[src/shared/i2cm_defs.vh]
/*
  register offsets, bit positions and reset values of the two-wire
  bus master controller.
  assumes: included by rtl/i2cm_ctrl.v only, by its bare name.
*/
`ifndef I2CM_DEFS_VH
`define I2CM_DEFS_VH

// register offsets on the 3-bit register port
`define I2CM_OFF_DATA 3'h0
`define I2CM_OFF_STAT 3'h1
`define I2CM_OFF_CTRL 3'h2
`define I2CM_OFF_BRGH 3'h3
`define I2CM_OFF_BRGL 3'h4

// control register bits
`define I2CM_C_EN   7
`define I2CM_C_STA  6
`define I2CM_C_STO  5
`define I2CM_C_TSEL 4
`define I2CM_C_TXI  3
`define I2CM_C_SNAK 2
`define I2CM_C_FLSH 1

// status register bits
`define I2CM_S_TXE  7
`define I2CM_S_RXF  6
`define I2CM_S_ACK  5
`define I2CM_S_RD   4
`define I2CM_S_TEN  3
`define I2CM_S_NAK  2
`define I2CM_S_BUSY 1
`define I2CM_S_BAUD 0

// reset values
`define I2CM_RST_BRG  16'h0010
`define I2CM_RST_BYTE 8'h00

// top five bits of a first address byte that opens a 10-bit address
`define I2CM_TEN_PFX 5'h1e

`endif

[src/rtl/i2cm_ctrl.v]
/*
  single-master two-wire bus controller: start, restart and stop
  generation, msb-first byte shifting, 7- and 10-bit addressing,
  clock stretching, flag-driven pauses and one merged interrupt line.
  assumes: one clock domain on clk, scl/sda are open-drain pins with
  external pull-ups, the register port master never waits.
*/
// Local design decisions: the register addresses and the plain strobed port.
`timescale 1ns/1ns
`include "i2cm_defs.vh"
// How it works
// - master only, never slave, no arbitration
// - baud divider reaches 400 kbit per second
// - 7- and 10-bit addresses, unlimited bytes
// - every bit goes out msb first
// - release scl, wait until it reads high
// - sda moves mid-low, sampled mid-high
// - four interrupt sources merged on irq
// - tx needs enable and txi; rest gated
// - nack flag set without start/stop, cleared
// - after nack wait for start or stop
// - rx full set in ack, read clears
// - read stalls until rx full cleared
// - tx empty set on listed events
// - data write clears tx empty
// - tx empty holds before ack cycle
// - no ack hold when start/stop set
// - disabled timer select gives baud interrupts
// - tx empty independent of txi
// - tx dma request only with txi
// - start needs start bit and data
// - start bit at end gives restart
// - flush drops byte, re-enables tx empty
// - send-nack set before last byte
// - stop bit cleared after stop sent
// - ack bit follows slave acknowledge
module i2cm_ctrl #(
  parameter BRW = 16                 // baud divider width
) (
  input  wire       clk,
  input  wire       rstn,
  input  wire [2:0] addr,
  input  wire [7:0] wdata,
  input  wire       wr,
  input  wire       rd,
  output reg  [7:0] rdata,
  input  wire       scl_in,
  output reg        scl_out,
  output reg        scl_oe,
  input  wire       sda_in,
  output reg        sda_out,
  output reg        sda_oe,
  output reg        irq,
  output reg        tx_dma_req,
  output reg        rx_dma_req
);

  // controller states
  localparam S_IDLE = 3'd0;
  localparam S_STRT = 3'd1;
  localparam S_BIT  = 3'd2;
  localparam S_NEXT = 3'd3;
  localparam S_TXW  = 3'd4;
  localparam S_HOLD = 3'd5;
  localparam S_STOP = 3'd6;

  // byte kinds: first address, second 10-bit address, data
  localparam K_AD1 = 2'd0;
  localparam K_AD2 = 2'd1;
  localparam K_DAT = 2'd2;

  reg           en_q;                // controller_enable_bit
  reg           sta_q;               // start pending
  reg           sto_q;               // stop pending
  reg           tsel_q;              // timer_irq_select
  reg           txi_q;               // tx_irq_enable
  reg           snak_q;              // send-nack for next rx byte
  reg  [7:0]    data_q;              // data register, both ways
  reg           dfull_q;             // data register holds tx byte
  reg           txe_q;               // tx_empty_flag
  reg           rxf_q;               // rx_full_flag
  reg           ack_q;               // last acknowledge seen
  reg           rdir_q;              // read direction of transfer
  reg           ten_q;               // 10-bit address in use
  reg           nack_q;              // nack_flag
  reg           bflag_q;             // baud countdown hit
  reg  [BRW-1:0] brg_q;              // divider reload value
  reg  [BRW-1:0] bcnt_q;             // divider count
  reg  [2:0]    st_q;                // state
  reg  [1:0]    ph_q;                // quarter of a bit period
  reg  [3:0]    bit_q;               // bit in byte, 8 is ack
  reg  [7:0]    sh_q;                // shift register
  reg  [1:0]    kind_q;              // kind of current byte
  reg           scl_m_q;             // scl synchroniser first stage
  reg           scl_s_q;             // scl synchronised
  reg           sda_m_q;             // sda synchroniser first stage
  reg           sda_s_q;             // sda synchronised

  // divider runs for the bus or as a free timer
  wire run  = en_q | tsel_q;
  wire tick = run & (bcnt_q == {{(BRW-1){1'b0}}, 1'b1});
  // a quarter only ends past mid-high once scl really reads high
  wire step = tick & ((ph_q != 2'd2) | scl_s_q);
  wire rx   = rdir_q & (kind_q == K_DAT);
  wire wr_d = wr & (addr == `I2CM_OFF_DATA);
  wire wr_c = wr & (addr == `I2CM_OFF_CTRL);
  wire rd_d = rd & (addr == `I2CM_OFF_DATA);
  wire rd_s = rd & (addr == `I2CM_OFF_STAT);
  wire ends = sta_q | sto_q;         // no further byte follows
  // byte is one that software refills for
  wire txc  = (kind_q == K_AD2) | ~rdir_q | ((kind_q == K_AD1) & ten_q);

  // pin synchronisers; only the second stage is read
  always @(posedge clk) begin
    if (!rstn) begin
      scl_m_q <= 1'b1;
      scl_s_q <= 1'b1;
      sda_m_q <= 1'b1;
      sda_s_q <= 1'b1;
    end else begin
      scl_m_q <= scl_in;
      scl_s_q <= scl_m_q;
      sda_m_q <= sda_in;
      sda_s_q <= sda_m_q;
    end
  end

  // baud divider: reload at one, a tick is one quarter bit
  always @(posedge clk) begin
    if (!rstn) begin
      bcnt_q <= `I2CM_RST_BRG;
    end else if (!run || bcnt_q <= {{(BRW-1){1'b0}}, 1'b1}) begin
      bcnt_q <= brg_q;
    end else begin
      bcnt_q <= bcnt_q - {{(BRW-1){1'b0}}, 1'b1};
    end
  end

  // registers and bus sequencer; later assignments win, so a
  // hardware set placed after a software clear takes priority
  always @(posedge clk) begin
    if (!rstn) begin
      en_q    <= 1'b0;
      sta_q   <= 1'b0;
      sto_q   <= 1'b0;
      tsel_q  <= 1'b0;
      txi_q   <= 1'b0;
      snak_q  <= 1'b0;
      data_q  <= `I2CM_RST_BYTE;
      dfull_q <= 1'b0;
      txe_q   <= 1'b0;
      rxf_q   <= 1'b0;
      ack_q   <= 1'b0;
      rdir_q  <= 1'b0;
      ten_q   <= 1'b0;
      nack_q  <= 1'b0;
      bflag_q <= 1'b0;
      brg_q   <= `I2CM_RST_BRG;
      st_q    <= S_IDLE;
      ph_q    <= 2'd0;
      bit_q   <= 4'd0;
      sh_q    <= 8'h00;
      kind_q  <= K_AD1;
      scl_oe  <= 1'b0;
      sda_oe  <= 1'b0;
    end else begin
      // software side of the register port
      if (wr_d) begin
        data_q  <= wdata;
        dfull_q <= 1'b1;
        txe_q   <= 1'b0;
      end
      if (rd_d)
        rxf_q <= 1'b0;
      if (rd_s)
        bflag_q <= 1'b0;
      if (wr & (addr == `I2CM_OFF_BRGH))
        brg_q[BRW-1:8] <= wdata[BRW-9:0];
      if (wr & (addr == `I2CM_OFF_BRGL))
        brg_q[7:0] <= wdata;
      if (wr_c) begin
        en_q   <= wdata[`I2CM_C_EN];
        sta_q  <= wdata[`I2CM_C_STA];
        sto_q  <= wdata[`I2CM_C_STO];
        tsel_q <= wdata[`I2CM_C_TSEL];
        txi_q  <= wdata[`I2CM_C_TXI];
        snak_q <= wdata[`I2CM_C_SNAK];
        // only setting start or stop ends a nack pause
        if (wdata[`I2CM_C_STA] | wdata[`I2CM_C_STO])
          nack_q <= 1'b0;
        // enabling with an empty data register asks for a byte
        if (wdata[`I2CM_C_EN] & ~en_q & ~dfull_q & ~wr_d)
          txe_q <= 1'b1;
        if (wdata[`I2CM_C_FLSH]) begin
          dfull_q <= 1'b0;
          txe_q   <= 1'b1;
        end
      end
      // free timer: only while disabled with timer select
      if (tick & ~en_q & tsel_q)
        bflag_q <= 1'b1;

      // bus sequencer, master only: no slave decode, no arbitration
      if (!en_q) begin
        st_q   <= S_IDLE;
        scl_oe <= 1'b0;
        sda_oe <= 1'b0;
        ph_q   <= 2'd0;
      end else begin
        case (st_q)
          S_IDLE: begin
            ph_q <= 2'd0;
            // a start waits for both the start bit and a byte
            if (sta_q & dfull_q)
              st_q <= S_STRT;
            else if (sto_q & ~sta_q)
              sto_q <= 1'b0;         // nothing open to stop
          end
          // start and restart: sda released, scl released, sda
          // pulled low while scl is high, then scl pulled low
          S_STRT: begin
            if (step) begin
              ph_q <= ph_q + 2'd1;
              case (ph_q)
                2'd0: sda_oe <= 1'b0;
                2'd1: scl_oe <= 1'b0;
                2'd2: sda_oe <= 1'b1;
                default: begin
                  scl_oe  <= 1'b1;
                  sta_q   <= 1'b0;
                  st_q    <= S_BIT;
                  bit_q   <= 4'd0;
                  kind_q  <= K_AD1;
                  sh_q    <= data_q;
                  dfull_q <= 1'b0;
                  rdir_q  <= data_q[0];
                  ten_q   <= data_q[7:3] == `I2CM_TEN_PFX;
                end
              endcase
            end
          end
          S_BIT: begin
            if (step) begin
              ph_q <= ph_q + 2'd1;
              case (ph_q)
                // middle of scl low: move sda
                2'd0: begin
                  if (bit_q == 4'd8 && !rx && txe_q && !ends) begin
                    st_q <= S_TXW;
                    ph_q <= 2'd0;
                  end else if (bit_q == 4'd8) begin
                    if (rx) begin
                      // master acknowledges unless told to nack
                      sda_oe <= ~snak_q;
                      data_q <= sh_q;
                      rxf_q  <= 1'b1;
                      if (snak_q & ~ends)
                        nack_q <= 1'b1;
                    end else begin
                      sda_oe <= 1'b0;
                    end
                  end else begin
                    sda_oe <= rx ? 1'b0 : ~sh_q[7];
                    // first bit of a byte software refills for
                    if (bit_q == 4'd0 && txc && !dfull_q)
                      txe_q <= 1'b1;
                  end
                end
                // end of low: let scl go
                2'd1: scl_oe <= 1'b0;
                // middle of high: sample sda
                2'd2: begin
                  if (bit_q != 4'd8) begin
                    sh_q <= {sh_q[6:0], sda_s_q};
                  end else if (!rx) begin
                    ack_q <= ~sda_s_q;
                    if (sda_s_q & ~ends)
                      nack_q <= 1'b1;
                  end
                end
                default: begin
                  scl_oe <= 1'b1;
                  if (bit_q == 4'd8)
                    st_q <= S_NEXT;
                  else
                    bit_q <= bit_q + 4'd1;
                end
              endcase
            end
          end
          // scl is held low here until the next step is known
          S_NEXT: begin
            ph_q  <= 2'd0;
            bit_q <= 4'd0;
            if (nack_q) begin
              st_q <= S_HOLD;
            end else if (rx && rxf_q) begin
              st_q <= S_NEXT;
            end else if (sto_q) begin
              st_q <= S_STOP;
            end else if (sta_q) begin
              // restart once a new address byte is waiting
              if (dfull_q)
                st_q <= S_STRT;
            end else if (rx || (kind_q == K_AD1 && rdir_q)) begin
              st_q   <= S_BIT;
              kind_q <= K_DAT;
              sda_oe <= 1'b0;
            end else if (dfull_q) begin
              st_q    <= S_BIT;
              sh_q    <= data_q;
              dfull_q <= 1'b0;
              kind_q  <= (kind_q == K_AD1 && ten_q) ? K_AD2 : K_DAT;
            end
          end
          // transmit byte owed: wait for data or an end request
          S_TXW: begin
            if (dfull_q | ends)
              st_q <= S_BIT;
          end
          // after a nack nothing moves until start or stop
          S_HOLD: begin
            if (ends)
              st_q <= S_NEXT;
          end
          // stop: sda low, scl released, sda released while high
          S_STOP: begin
            if (step) begin
              ph_q <= ph_q + 2'd1;
              case (ph_q)
                2'd0: sda_oe <= 1'b1;
                2'd1: scl_oe <= 1'b0;
                2'd2: sda_oe <= 1'b0;
                default: begin
                  sto_q <= 1'b0;
                  st_q  <= S_IDLE;
                end
              endcase
            end
          end
          default: st_q <= S_IDLE;
        endcase
      end
    end
  end

  // read data, interrupt and dma requests, all registered
  always @(posedge clk) begin
    if (!rstn) begin
      rdata      <= 8'h00;
      irq        <= 1'b0;
      tx_dma_req <= 1'b0;
      rx_dma_req <= 1'b0;
      scl_out    <= 1'b0;
      sda_out    <= 1'b0;
    end else begin
      // open drain: only ever pull low, enables decide
      scl_out <= 1'b0;
      sda_out <= 1'b0;
      // tx empty shows in status whatever txi says
      irq <= (en_q & ((txe_q & txi_q) | rxf_q | nack_q))
           | (tsel_q & bflag_q);
      tx_dma_req <= en_q & txi_q & txe_q;
      rx_dma_req <= en_q & rxf_q;
      rdata <= 8'h00;
      if (rd) begin
        case (addr)
          `I2CM_OFF_DATA: rdata <= data_q;
          `I2CM_OFF_STAT: rdata <= {txe_q, rxf_q, ack_q, rdir_q,
                                    ten_q, nack_q, st_q != S_IDLE,
                                    bflag_q};
          `I2CM_OFF_CTRL: rdata <= {en_q, sta_q, sto_q, tsel_q,
                                    txi_q, snak_q, 2'b00};
          `I2CM_OFF_BRGH: rdata <= brg_q[BRW-1:8];
          `I2CM_OFF_BRGL: rdata <= brg_q[7:0];
          default:        rdata <= 8'h00;
        endcase
      end
    end
  end

endmodule // i2cm_ctrl

[config.mk]
export PLATFORM = sky130hd
export DESIGN_NAME = i2cm_ctrl
export DESIGN_NICKNAME = d
export VERILOG_FILES = /design/src/rtl/i2cm_ctrl.v
export VERILOG_INCLUDE_DIRS = /design/src /design/src/shared
export SDC_FILE = /design/constraint.sdc
export NUM_CORES = 1
export LEC_CHECK = 0
export ABC_AREA = 1
export ABC_CLOCK_PERIOD_IN_PS = 2400
export BUFFER_PORTS_ARGS = -buffer_cell sky130_fd_sc_hd__buf_2
export CORE_ASPECT_RATIO = 2
export CORE_MARGIN = 2
export CORE_UTILIZATION = 30
export CTS_BUF_LIST = sky130_fd_sc_hd__clkbuf_16
export CTS_CLUSTER_DIAMETER = 60
export CTS_CLUSTER_SIZE = 30
export DETAILED_ROUTE_END_ITERATION = 6
export PLACE_DENSITY_LB_ADDON = 0.3
export SYNTH_ARGS = -nofsm -noshare
export SYNTH_HDL_FRONTEND = slang
export SYNTH_SLANG_ARGS = --single-unit
[constraint.sdc]
create_clock -name clk -period 2.4 [get_ports clk]
set_input_delay 0.24 -clock clk [delete_from_list [all_inputs] [get_ports clk]]
set_output_delay 0.24 -clock clk [all_outputs]
set_load 0.01 [all_outputs]
# Yosys cells after proc, flatten, opt, wreduce, memory -nomap -nowiden
# Cells that the tools add are included.
[classes] n_addsub=3 magnitude_cmp=1 n_eq_ne=52 n_mux=142 n_bitwise=47 reduce_logical=43
[ops] cell="8-bit two-way mux" n=19
[ops] cell="1-bit two-way mux" n=72
[ops] cell="3-bit two-way mux" n=17
[ops] cell="2-bit != test, second input constant" n=25
[ops] cell="8-bit case mux with 5 select lines" n=1
[ops] cell="13-bit AND reduction" n=3
[ops] cell="2-bit two-way mux" n=13
[ops] cell="1-bit AND" n=25
[ops] cell="8-bit case mux with 3 select lines" n=1
[ops] cell="3-bit case mux with 7 select lines" n=1
[ops] cell="4-bit two-way mux" n=5
[ops] cell="16-bit by 1-bit == test with 1-bit output, second input constant" n=1
[ops] cell="16-bit by 1-bit <= comparator with 1-bit output, second input constant" n=1
[ops] cell="16-bit two-way mux" n=1
[ops] cell="16-bit by 1-bit subtractor with 16-bit output, second input constant" n=1
[ops] cell="3-bit != test, second input constant" n=5
[ops] cell="1-bit case mux with 2 select lines" n=7
[ops] cell="3-bit by 2-bit == test with 1-bit output, second input constant" n=4
[ops] cell="3-bit == test, second input constant" n=4
[ops] cell="6-bit != test, second input constant" n=2
[ops] cell="1-bit NOT" n=12
[ops] cell="4-bit case mux with 3 select lines" n=1
[ops] cell="1-bit bitwise OR" n=10
[ops] cell="2-bit OR reduction" n=5
[ops] cell="30 further kinds" n=52
[totals] reg_bits=90 inputBits=17 output_inout_bits=15

# Longest topological paths before layout
# Gate-level depths: netlist of the first run.
[depth] ltp_word=14 depth_mapped=12 depth_no_buf=12

# Worst setup path after synthesis of the first run
# OpenSTA, ideal clock, no wires.
[synth_path] path_kind="flip-flop to flip-flop" startpoint="register ph_q[0]" endpoint="register sh_q[3]" setup_time_ps=113 t_arrival_ps=1566 path_slack_ps=722 stages_incl_launch_ff=13 n_path_buf=0 period_less_slack_ps=1678 path_cell_list="dfxtp_1 -> inv_1 -> ha_1 -> inv_1 -> nor2_1 -> nor2_2 -> nand3_4 -> nand2_1 -> nand2_1 -> nor2_4 -> nand3_1 -> nand2_1 -> nor2_1"
[synth_via] elab_chain_cells=5 elab_cells_between_ends=12 cone_classes="eq/ne: 7; bitwise: 2; reduce/logical: 3"
[synth_rtl] item="start: declaration" line="i2cm_ctrl.v:90" rtl="reg [1:0] ph_q;"
[synth_rtl] item="start signal: assignment" line="i2cm_ctrl.v:223" rtl="ph_q <= ph_q + 2'd1;"
[synth_rtl] item="start signal: assignment" line="i2cm_ctrl.v:244" rtl="ph_q <= ph_q + 2'd1;"
[synth_rtl] item="start signal: assignment" line="i2cm_ctrl.v:329" rtl="ph_q <= ph_q + 2'd1;"
[synth_rtl] item="2-bit != test" line="i2cm_ctrl.v:103" rtl="wire step = tick & ((ph_q != 2'd2) | scl_s_q);"
[synth_rtl] item="1-bit bitwise OR" line="i2cm_ctrl.v:103"
[synth_rtl] item="1-bit AND" line="i2cm_ctrl.v:103"
[synth_rtl] item="2-bit != test (no line)"
[synth_rtl] item="13-bit AND reduction (no line) (*)"
[synth_rtl] item="end signal: assignment" line="i2cm_ctrl.v:234" rtl="sh_q <= data_q;"
[synth_rtl] item="end signal: assignment" line="i2cm_ctrl.v:274" rtl="sh_q <= {sh_q[6:0], sda_s_q};"
[synth_rtl] item="end signal: assignment" line="i2cm_ctrl.v:311" rtl="sh_q <= data_q;"
[synth_rtl] item="end: declaration" line="i2cm_ctrl.v:92" rtl="reg [7:0] sh_q;"
# Every way passes the cells marked *; elsewhere a longest branch is shown, timed or not.
# A chain may end at the register's enable or synchronous reset.

# Worst setup path after layout of the first run
[layout_path] startpoint="register ph_q[0]" endpoint="register data_q[0]"
[layout_via] elab_chain_cells=6 elab_cells_between_ends=8 cone_classes="eq/ne: 1; mux: 4; bitwise: 2; reduce/logical: 1"
[layout_rtl] item="2-bit != test" line="i2cm_ctrl.v:103"
[layout_rtl] item="1-bit bitwise OR" line="i2cm_ctrl.v:103"
[layout_rtl] item="1-bit AND" line="i2cm_ctrl.v:103"
[layout_rtl] item="8-bit two-way mux (*)" line="i2cm_ctrl.v:243" rtl="if (step) begin"
[layout_rtl] item="8-bit two-way mux (*)" line="i2cm_ctrl.v:210" rtl="case (st_q)"
[layout_rtl] item="8-bit two-way mux (*)" line="i2cm_ctrl.v:204" rtl="if (!en_q) begin"
[layout_rtl] item="end signal: assignment" line="i2cm_ctrl.v:149" rtl="data_q <= `I2CM_RST_BYTE;"
[layout_rtl] item="end signal: assignment" line="i2cm_ctrl.v:169" rtl="data_q <= wdata;"
[layout_rtl] item="end signal: assignment" line="i2cm_ctrl.v:255" rtl="data_q <= sh_q;"
[layout_rtl] item="end: declaration" line="i2cm_ctrl.v:78" rtl="reg [7:0] data_q;"
# Marked as above.

==> results of run 1 <==
[logic make-up (layout without fill, tap and decap cells)]
logic type | count (synthesis) | after routing | synth area share (%)
AO/OA/AOI/OAI | 149 | 149 | 16.6
XOR/XNOR | 12 | 12 | 2.15
adder cells (fa/ha/maj) | 8 | 8 | 2.05
buffers and inverters | 112 | 139 | 9.42
flip-flops | 90 | 90 | 36.8
other | 1 | 2 | 0.0767
AND/OR/NAND/NOR | 347 | 347 | 32.9
[power by group]
group | internal [mW] | total (mW) | leakage, nW | switching, mW
clock | 0.796 | 1.39 | 0.144 | 0.593
sequential | 1.53 | 1.56 | 0.729 | 0.0278
combinational | 0.0794 | 0.248 | 1.42 | 0.169
total | 2.40 | 3.19 | 2.29 | 0.790
[routing by layer]
layer  vias to the layer above  global-route usage, %
met5                         -                      0
met4                         0                   8.29
met3                        29                   2.17
met2                       178                   25.1
met1                      2153                   23.9
li1                       2391                      -
[how the worst max path moves through the flow]
stage          startpoint  slack (ns)         to  cells after the start
3_3_place_gp      ph_q[0]        0.44  data_q[3]                     10
4_1_cts           ph_q[0]        0.36  data_q[0]                     11
2_1_floorplan     ph_q[0]        0.72    sh_q[3]                     12
6_report          ph_q[0]        0.33  data_q[0]                     11
5_1_grt           ph_q[0]        0.19  data_q[6]                     11
3_5_place_dp      ph_q[0]        0.39  data_q[0]                     11
[synth_stat cells (all sizes together)]
cell type / instances / share of area [%]
or2: 5 / 0.64
buf: 14 / 1.8
a21oi: 60 / 6.2
nand4: 8 / 1.0
nor3: 17 / 2.1
conb: 1 / 0.077
o22ai: 10 / 1.3
xor2: 8 / 1.4
nand2: 144 / 11
a32o: 1 / 0.20
a211oi: 5 / 0.77
nand3: 52 / 6.6
o21ai: 62 / 6.4
clkbuf: 7 / 0.54
a221oi: 5 / 0.90
and3: 1 / 0.13
o211ai: 1 / 0.15
o21a: 1 / 0.15
nand3b: 1 / 0.15
nor2: 117 / 10
a31oi: 4 / 0.51
dfxtp: 90 / 37
ha: 8 / 2.0
inv: 91 / 7.0
nor4: 2 / 0.56
xnor2: 4 / 0.72
[critical path: stages, from the launching register on]
cell     delay, ns
dfxtp_1       0.39
inv_1         0.10
ha_1          0.29
inv_1         0.10
nor2_1        0.05
nor2_2        0.14
nand3_4       0.15
nor2_4        0.14
nand3_2       0.29
nand2_1       0.15
nand2_1       0.06
a21oi_1       0.15
[per-stage QoR]
stage | hold WS (ns) | total power, mW
2_1_floorplan | 0.347 | 1.76
3_3_place_gp | 0.397 | 1.83
3_5_place_dp | 0.410 | 1.83
4_1_cts | 0.0811 | 3.21
5_1_grt | 0.0844 | 3.31
6_report | 0.0860 | 3.19
[cell type report]
type / instances / area (sq um)
timing repair buffer: 33 / 175
clock inverter: 6 / 60.1
fill: 1760 / 10600
multi-input combinational: 518 / 2630
sequential: 90 / 1800
inverter: 91 / 344
tap: 204 / 255
clock buffer: 9 / 225
[flip-flops by register name, summed over array words and instances, names as in the netlist, 2 cells and up]
name,flops
kind_q,2
bcnt_q,16
st_q,3
bit_q,4
ph_q,2
data_q,8
rdata,8
sh_q,8
brg_q,16
==> results.yml, run 1 <==
final_layout:
  syn2layout_area_growth_pct: 12.3
  layout_common_cells: "nand2_1, nor2_1, dfxtp_1"
  fin_nets: 768
  final_common_cell: "nand2_1"
  fin_util_pct: 34.1
  antennaDiodeCount: 0
  drive_above_1_share_pct: 12.4
  final_cell_area_sq_mm: 0.00549
  layoutNonFillerInstCount: 951
floorplan:
  start_util_pct: 30.4
  rows: 66
  coreArea_sq_mm: 0.0161
  io_pins: 32
  die_w_um: 94.3
  die_h_um: 185
  dieArea_sq_mm: 0.0174
drt:
  drcViolationCount: 0
  postRouteWirelength_um: 14100
  via_count: 4751
  avgViaCountPerCell: 5.00
  drt_iter0_drc: 442
  met3_wirelength_um: 905
  routedWlPerCell_um: 14.8
  antenna_left: 0
  met2WireLength_um: 6290
  route.top_layer_used: "met4"
  wl_met1_um: 6480
  first_pass_iters: 5
clock_tree:
  htreeDepth: 3
  cts_sinks: 90
  clkTransAtPathRegs_ns: 0.07
  worst_skew_pair.late_latency_ns: 0.34
  post_cts_resized: 0
  postCtsSetupBuffers: 0
  clockBufferDepth: 2
  ctsHoldBuffers: 0
  cts_tree: "built"
  numCtsBuffers: 9
  root_buffer: "clkbuf_16"
yosys:
  synth.avg_cell_area_sq_um: 6.80
  ys_types: 42
  syn_area_sq_mm: 0.00489
  synthCells: 719
  yosysSeqAreaShare_pct: 36.8
  ys_warn_count: 0
  ys_ff_latch: 90
placement:
  dpl.cell_count: 936
  gp_routability_congestion: 0.936
  pre_cts_slack_ns: 0.389
  placed_area_sq_mm: 0.00521
  portBuffers: 29
  dpl.hpwl_um: 10600
global_route:
  overflow: 0
  grt_pass1_wl_um: 23100
  grt_usage_pct: 16.9
  grt_max_degree: 39
  grt_pass1_vias: 4440
  antenna_found_initial: 0
sta:
  fin_crit_sh_pct: 86.3
  rsz0062_at_grt: "no"
  setup_viol: 0
  tightest_slew_ns: 0.748
  clock.fmax_mhz: 483
  fin_crit_ns: 2.07
  fin_skew_ns: 0.00799
  hold_viol: 0
  setup_ws_ns: 0.328
  setup_tns_ns: 0
  relSlewSlack_pct: 49.7
  maxSlewViolCount: 0
worst_setup_path:
  worstPathArrival_ns: 2.34
  worstRegToRegCells: 11
  critical_path_class: "flop to flop"
  start_kind: "flop"
  required_ns: 2.67
  r2r_end: "data_q[0]"
  critPathCaptureType: "flop"
  timing.rr.start: "ph_q[0]"
  path_max_fanout: 13
  reg2reg_slack_ns: 0.33
worst_hold_path:
  worst_hold_path_type: "input pin to flop"
  hp-start: "sda_in"
  hold_end: "sda_m_q"
  hold-path-cell-count: 2
run_status:
  status: "finished clean"
power:
  leakagePower_nw: 2.29
  power_density_mw_per_mm2: 581
  ir_worst_vdd_mv: 0.357
job:
  maxCapViolCount: 0
No activity file was read; power rests on OpenSTA's default activity.
==> inputs of run 2 (changes only) <==
--- a/config.mk
+++ b/config.mk
@@ -11,12 +11,13 @@
 export BUFFER_PORTS_ARGS = -buffer_cell sky130_fd_sc_hd__buf_2
 export CORE_ASPECT_RATIO = 2
 export CORE_MARGIN = 2
-export CORE_UTILIZATION = 30
+export CORE_UTILIZATION = 60
 export CTS_BUF_LIST = sky130_fd_sc_hd__clkbuf_16
 export CTS_CLUSTER_DIAMETER = 60
 export CTS_CLUSTER_SIZE = 30
 export DETAILED_ROUTE_END_ITERATION = 6
 export PLACE_DENSITY_LB_ADDON = 0.3
+export REMOVE_ABC_BUFFERS = 1
 export SYNTH_ARGS = -nofsm -noshare
 export SYNTH_HDL_FRONTEND = slang
 export SYNTH_SLANG_ARGS = --single-unit
==> constraint.sdc (replaced) <==
create_clock -name clk -period 2.4 [get_ports clk]
set_input_delay 0.24 -clock clk [delete_from_list [all_inputs] [get_ports clk]]
set_output_delay 0.24 -clock clk [all_outputs]
set_load 0.005 [all_outputs]
==> run 2 against run 1 <==
  * Combinational power increased by 7%
  * Utilization increased by 34 points
  * First-iteration DRC count increased by 9.7%
  * Worst hold slack got worse by 0.0032 ns
  * Via count increased by 5.5%
  * Sequential share of layout area increased by 0.36 points
  * Critical path depth decreased by 3
  * Wire length increased by 11%
  * Critical endpoint unchanged
  * Largest cell class unchanged
==> results.yml, run 2 (synthesis gave the netlist of run 1 again) <==
job:
  maxCapViolCount: 0
global_route:
  grt_use_met3_pct: 10.8
  grt.busiest_layer: "met2"
  grt_pass1_vias: 4982
  grt_max_degree: 32
  antenna_found_initial: 0
  overflow: 0
  grt_pass1_wl_um: 25100
  use_met2_pct: 64.1
  use_met1_pct: 34.4
  grt_usage_pct: 37.9
clock_tree:
  htreeDepth: 3
  cts_sinks: 90
  postCtsSetupBuffers: 0
  post_cts_resized: 0
  numCtsBuffers: 9
  root_buffer: "clkbuf_16"
  ctsHoldBuffers: 0
  worst_skew_pair.late_latency_ns: 0.35
  clkTransAtPathRegs_ns: 0.07
  cts_tree: "built"
  clockBufferDepth: 2
sta:
  setup_ws_ns: 0.246
  relSlewSlack_pct: 47.0
  tightest_slew_ns: 0.789
  clock.fmax_mhz: 464
  setup_viol: 0
  maxSlewViolCount: 0
  setup_tns_ns: 0
  fin_skew_ns: 0.00592
  rsz0062_at_grt: "no"
  holdWs_ns: 0.0828
  hold_viol: 0
  fin_crit_sh_pct: 89.7
  fin_crit_ns: 2.15
power:
  power_density_mw_per_mm2: 620
  ir_worst_vdd_mv: 0.360
  leakagePower_nw: 2.32
  p_total_mw: 3.37
floorplan:
  coreArea_sq_mm: 0.00794
  dieArea_sq_mm: 0.00893
  die_w_um: 67.8
  die_h_um: 132
  rows: 46
  io_pins: 32
  start_util_pct: 61.6
worst_setup_path:
  crit_chain: "inv_1 -> ha_1 -> inv_1 -> nor2_1 -> nor2_2 -> nand4_1 -> nor4_4 -> a21oi_1"
  slowest_delay_ns: 0.42
  path_buf_inv: 2
  required_ns: 2.61
  crit_slowest_cell: "nor4_4"
  worstPathArrival_ns: 2.36
  critPathTopFamily: "simple AND/OR/NAND/NOR gates"
  path_max_fanout: 7
  start_kind: "flop"
  cpMostUsedCell: "inv_1"
  critPathCaptureType: "flop"
  critical_path_class: "flop to flop"
run_status:
  status: "finished clean"
final_layout:
  fin_nets: 772
  layout_common_cells: "nand2_1, nor2_1, dfxtp_1"
  nFillCells: 738
  syn2layout_area_growth_pct: 11.1
  final_common_cell: "nand2_1"
  reg_top3: "bcnt_q (16), brg_q (16)"
  drive_above_1_share_pct: 13.2
  antennaDiodeCount: 0
drt:
  drcViolationCount: 0
  drt_iter0_drc: 485
  avgViaCountPerCell: 5.91
  via_count: 5010
  first_pass_iters: 6
  antenna_left: 0
  postRouteWirelength_um: 15700
  routedWlPerCell_um: 18.5
placement:
  portBuffers: 29
  gp_routability_congestion: 0.997
  pre_cts_slack_ns: 0.256
  dpl.hpwl_um: 12100
worst_hold_path:
  worst_hold_path_type: "input pin to flop"
==> run 2: final timing paths <==
check / cells past startpoint / slack, ns / startpoint / to
worst max-delay path: 8 / 0.25 / ph_q[0] / data_q[0]
worst min-delay path: 2 / 0.08 / scl_in / scl_m_q
worst max register to register: 8 / 0.25 / ph_q[0] / data_q[0]
worst min register to register: 1 / 0.42 / scl_m_q / scl_s_q
==> run 2: per-layer routing <==
metal  vias up  wire length [um]
met4         0              1470
met5         -                 0
met3        99               786
li1       2400                 -
met2       232              8320
met1      2279              5090
==> run 2: layout make-up <==
type                            count  area, sq um  area share [%]
Multi-Input combinational cell    518         2640            48.6
Sequential cell                    90         1800            33.2
Inverter                           91          344            6.33
Clock buffer                        9          225            4.14
Timing Repair Buffer               37          205            3.78
Tap cell                           96          120            2.21
Clock inverter                      7         98.8            1.82
==> run 2: metrics by stage <==
step	utilization [%]	instance area, sq um	std cells
2_1_floorplan	-	4780	699
4_1_cts	68.3	5430	848
6_report	68.4	5430	848
5_1_grt	68.4	5430	848
3_3_place_gp	64.2	5100	832
3_5_place_dp	64.2	5100	832
==> run 2: report_power, final <==
group	internal, mW	leakage [nW]	total [mW]	switching [mW]
combinational	0.0828	1.43	0.265	0.182
clock	0.920	0.158	1.55	0.629
sequential	1.53	0.729	1.56	0.0299
total	2.53	2.32	3.37	0.841
==> inputs of run 3 (changes only) <==
--- a/config.mk
+++ b/config.mk
@@ -11,7 +11,7 @@
 export BUFFER_PORTS_ARGS = -buffer_cell sky130_fd_sc_hd__buf_2
 export CORE_ASPECT_RATIO = 2
 export CORE_MARGIN = 2
-export CORE_UTILIZATION = 60
+export CORE_UTILIZATION = 55
 export CTS_BUF_LIST = sky130_fd_sc_hd__clkbuf_16
 export CTS_CLUSTER_DIAMETER = 60
 export CTS_CLUSTER_SIZE = 30
==> run 3 against run 2 <==
  * Design area is 0.18% lower
  * Die area grew 8.7%
  * Utilization fell by 5.7 points
  * Flip-flop and latch count did not move
  * Clock skew is essentially flat
  * Worst hold slack lost 0.0062 ns
  * Wire length decreased by 4.1%
  * First-iteration DRC count down 26%
  * Clock power shrank 9%
  * Fmax rose by 3.9%
  * Cell count up 0.83%
  * Critical path depth up 3
  * Critical endpoint unchanged
==> results.yml, run 3 (synthesis gave the netlist of run 1 again) <==
worst_setup_path:
  crit_cells: 11
  path_max_fanout: 13
  reg2reg_slack_ns: 0.33
  required_ns: 2.68
  path_buf_inv: 2
  timing.rr.start: "ph_q[0]"
  crit_chain: "inv_1 -> ha_1 -> inv_1 -> nor2_1 -> nor2_2 -> nand3_4 -> nor2_4 -> nand3_2 -> nand2_1 -> nand2_1 -> a21oi_1"
  critPathCaptureType: "flop"
  startpoint: "ph_q[0]"
  r2r_end: "data_q[0]"
  cp-endpoint: "data_q[0]"
  critPathTopFamily: "simple AND/OR/NAND/NOR gates"
  worstPathArrival_ns: 2.35
  worstRegToRegCells: 11
  start_kind: "flop"
  crit_slowest_cell: "dfxtp_1"
  critical_path_class: "flop to flop"
  slowest_delay_ns: 0.38
placement:
  dpl.hpwl_um: 11800
  pre_cts_slack_ns: 0.373
  gp_routability_congestion: 1.03
  portBuffers: 29
  dpl.cell_count: 839
clock_tree:
  htreeDepth: 3
  clkTransAtPathRegs_ns: 0.06
  worst_skew_pair.late_latency_ns: 0.35
  clockBufferDepth: 2
  root_buffer: "clkbuf_16"
  postCtsSetupBuffers: 0
  numCtsBuffers: 9
  cts_sinks: 90
  post_cts_resized: 0
  cts_tree: "built"
  ctsHoldBuffers: 0
final_layout:
  syn2layout_area_growth_pct: 10.9
  reg_top3: "bcnt_q (16), brg_q (16)"
  final_common_cell: "nand2_1"
  layout_common_cells: "nand2_1, nor2_1, dfxtp_1"
  drive_above_1_share_pct: 13.5
  fin_nets: 775
  layoutNonFillerInstCount: 855
  antennaDiodeCount: 0
sta:
  fin_skew_ns: 0.00625
  setup_viol: 0
  holdWs_ns: 0.0766
  fin_crit_sh_pct: 86.4
  maxSlewViolCount: 0
  clock.fmax_mhz: 482
  fin_crit_ns: 2.07
  hold_viol: 0
  setup_tns_ns: 0
  tightest_slew_ns: 0.515
  relSlewSlack_pct: 65.6
  setup_ws_ns: 0.327
  rsz0062_at_grt: "no"
power:
  leakagePower_nw: 2.33
  power_density_mw_per_mm2: 595
  ir_worst_vdd_mv: 0.391
  p_total_mw: 3.23
run_status:
  status: "finished clean"
global_route:
  overflow: 0
  antenna_found_initial: 0
  grt_usage_pct: 31.3
  grt_pass1_vias: 4795
  grt_max_degree: 21
  grt_pass1_wl_um: 23300
drt:
  drt_iter0_drc: 359
  first_pass_iters: 6
  antenna_left: 0
  routedWlPerCell_um: 17.6
  via_count: 4959
  postRouteWirelength_um: 15000
  avgViaCountPerCell: 5.80
  drcViolationCount: 0
floorplan:
  die_h_um: 137
  dieArea_sq_mm: 0.00971
  start_util_pct: 56.5
  coreArea_sq_mm: 0.00865
  die_w_um: 70.7
  io_pins: 32
  rows: 48
job:
  maxCapViolCount: 0
worst_hold_path:
  worst_hold_path_type: "input pin to flop"
run 3: cell types whose count changed in the layout (fill, tap and decap cells not counted), sizes merged:
cell      change
bufinv        -1
clkinvlp      +1
buf           +3
run 3: report_power, final:
part | switching, mW | internal, mW
logic | 0.180 | 0.0865
clock network | 0.601 | 0.805
registers | 0.0279 | 1.53
total | 0.808 | 2.42
run 3: area by class of cell:
cell class	instances	area (sq um)
multi-input cells	518	2630
repair buffers	40	228
flip-flops and latches	90	1800
fillers	842	3220
well taps	100	125
clock inverters	7	68.8
clock buffers	9	225
inverters	91	344
run 3: routing by layer:
| metal | share of wire (%) | vias to the layer above | wire, um | GRT usage, % |
|---|---|---|---|---|
| met5 | 0 | - | 0 | 0 |
| met4 | 8.7 | 0 | 1310 | 23.6 |
| met3 | 5.5 | 98 | 821 | 6.00 |
| met2 | 53 | 224 | 7990 | 59.9 |
| met1 | 33 | 2233 | 4890 | 28.2 |
| li1 | - | 2404 | - | - |
run 3: worst min-delay path by stage:
stage,start,endpoint,cells past startpoint
final,sda_in,sda_m_q,2
after global routing,sda_in,sda_m_q,2
after CTS,sda_in,sda_m_q,2
after detailed placement,sda_m_q,sda_s_q,1
after global placement,sda_m_q,sda_s_q,1
after floorplan,rstn,bcnt_q[4],1
run 3: metrics by stage:
step	util [%]	area, sq um
floorplan	-	4780
global placement	59.3	5130
detailed placement	59.3	5130
CTS	62.7	5420
global route	62.7	5420
finish	62.7	5420
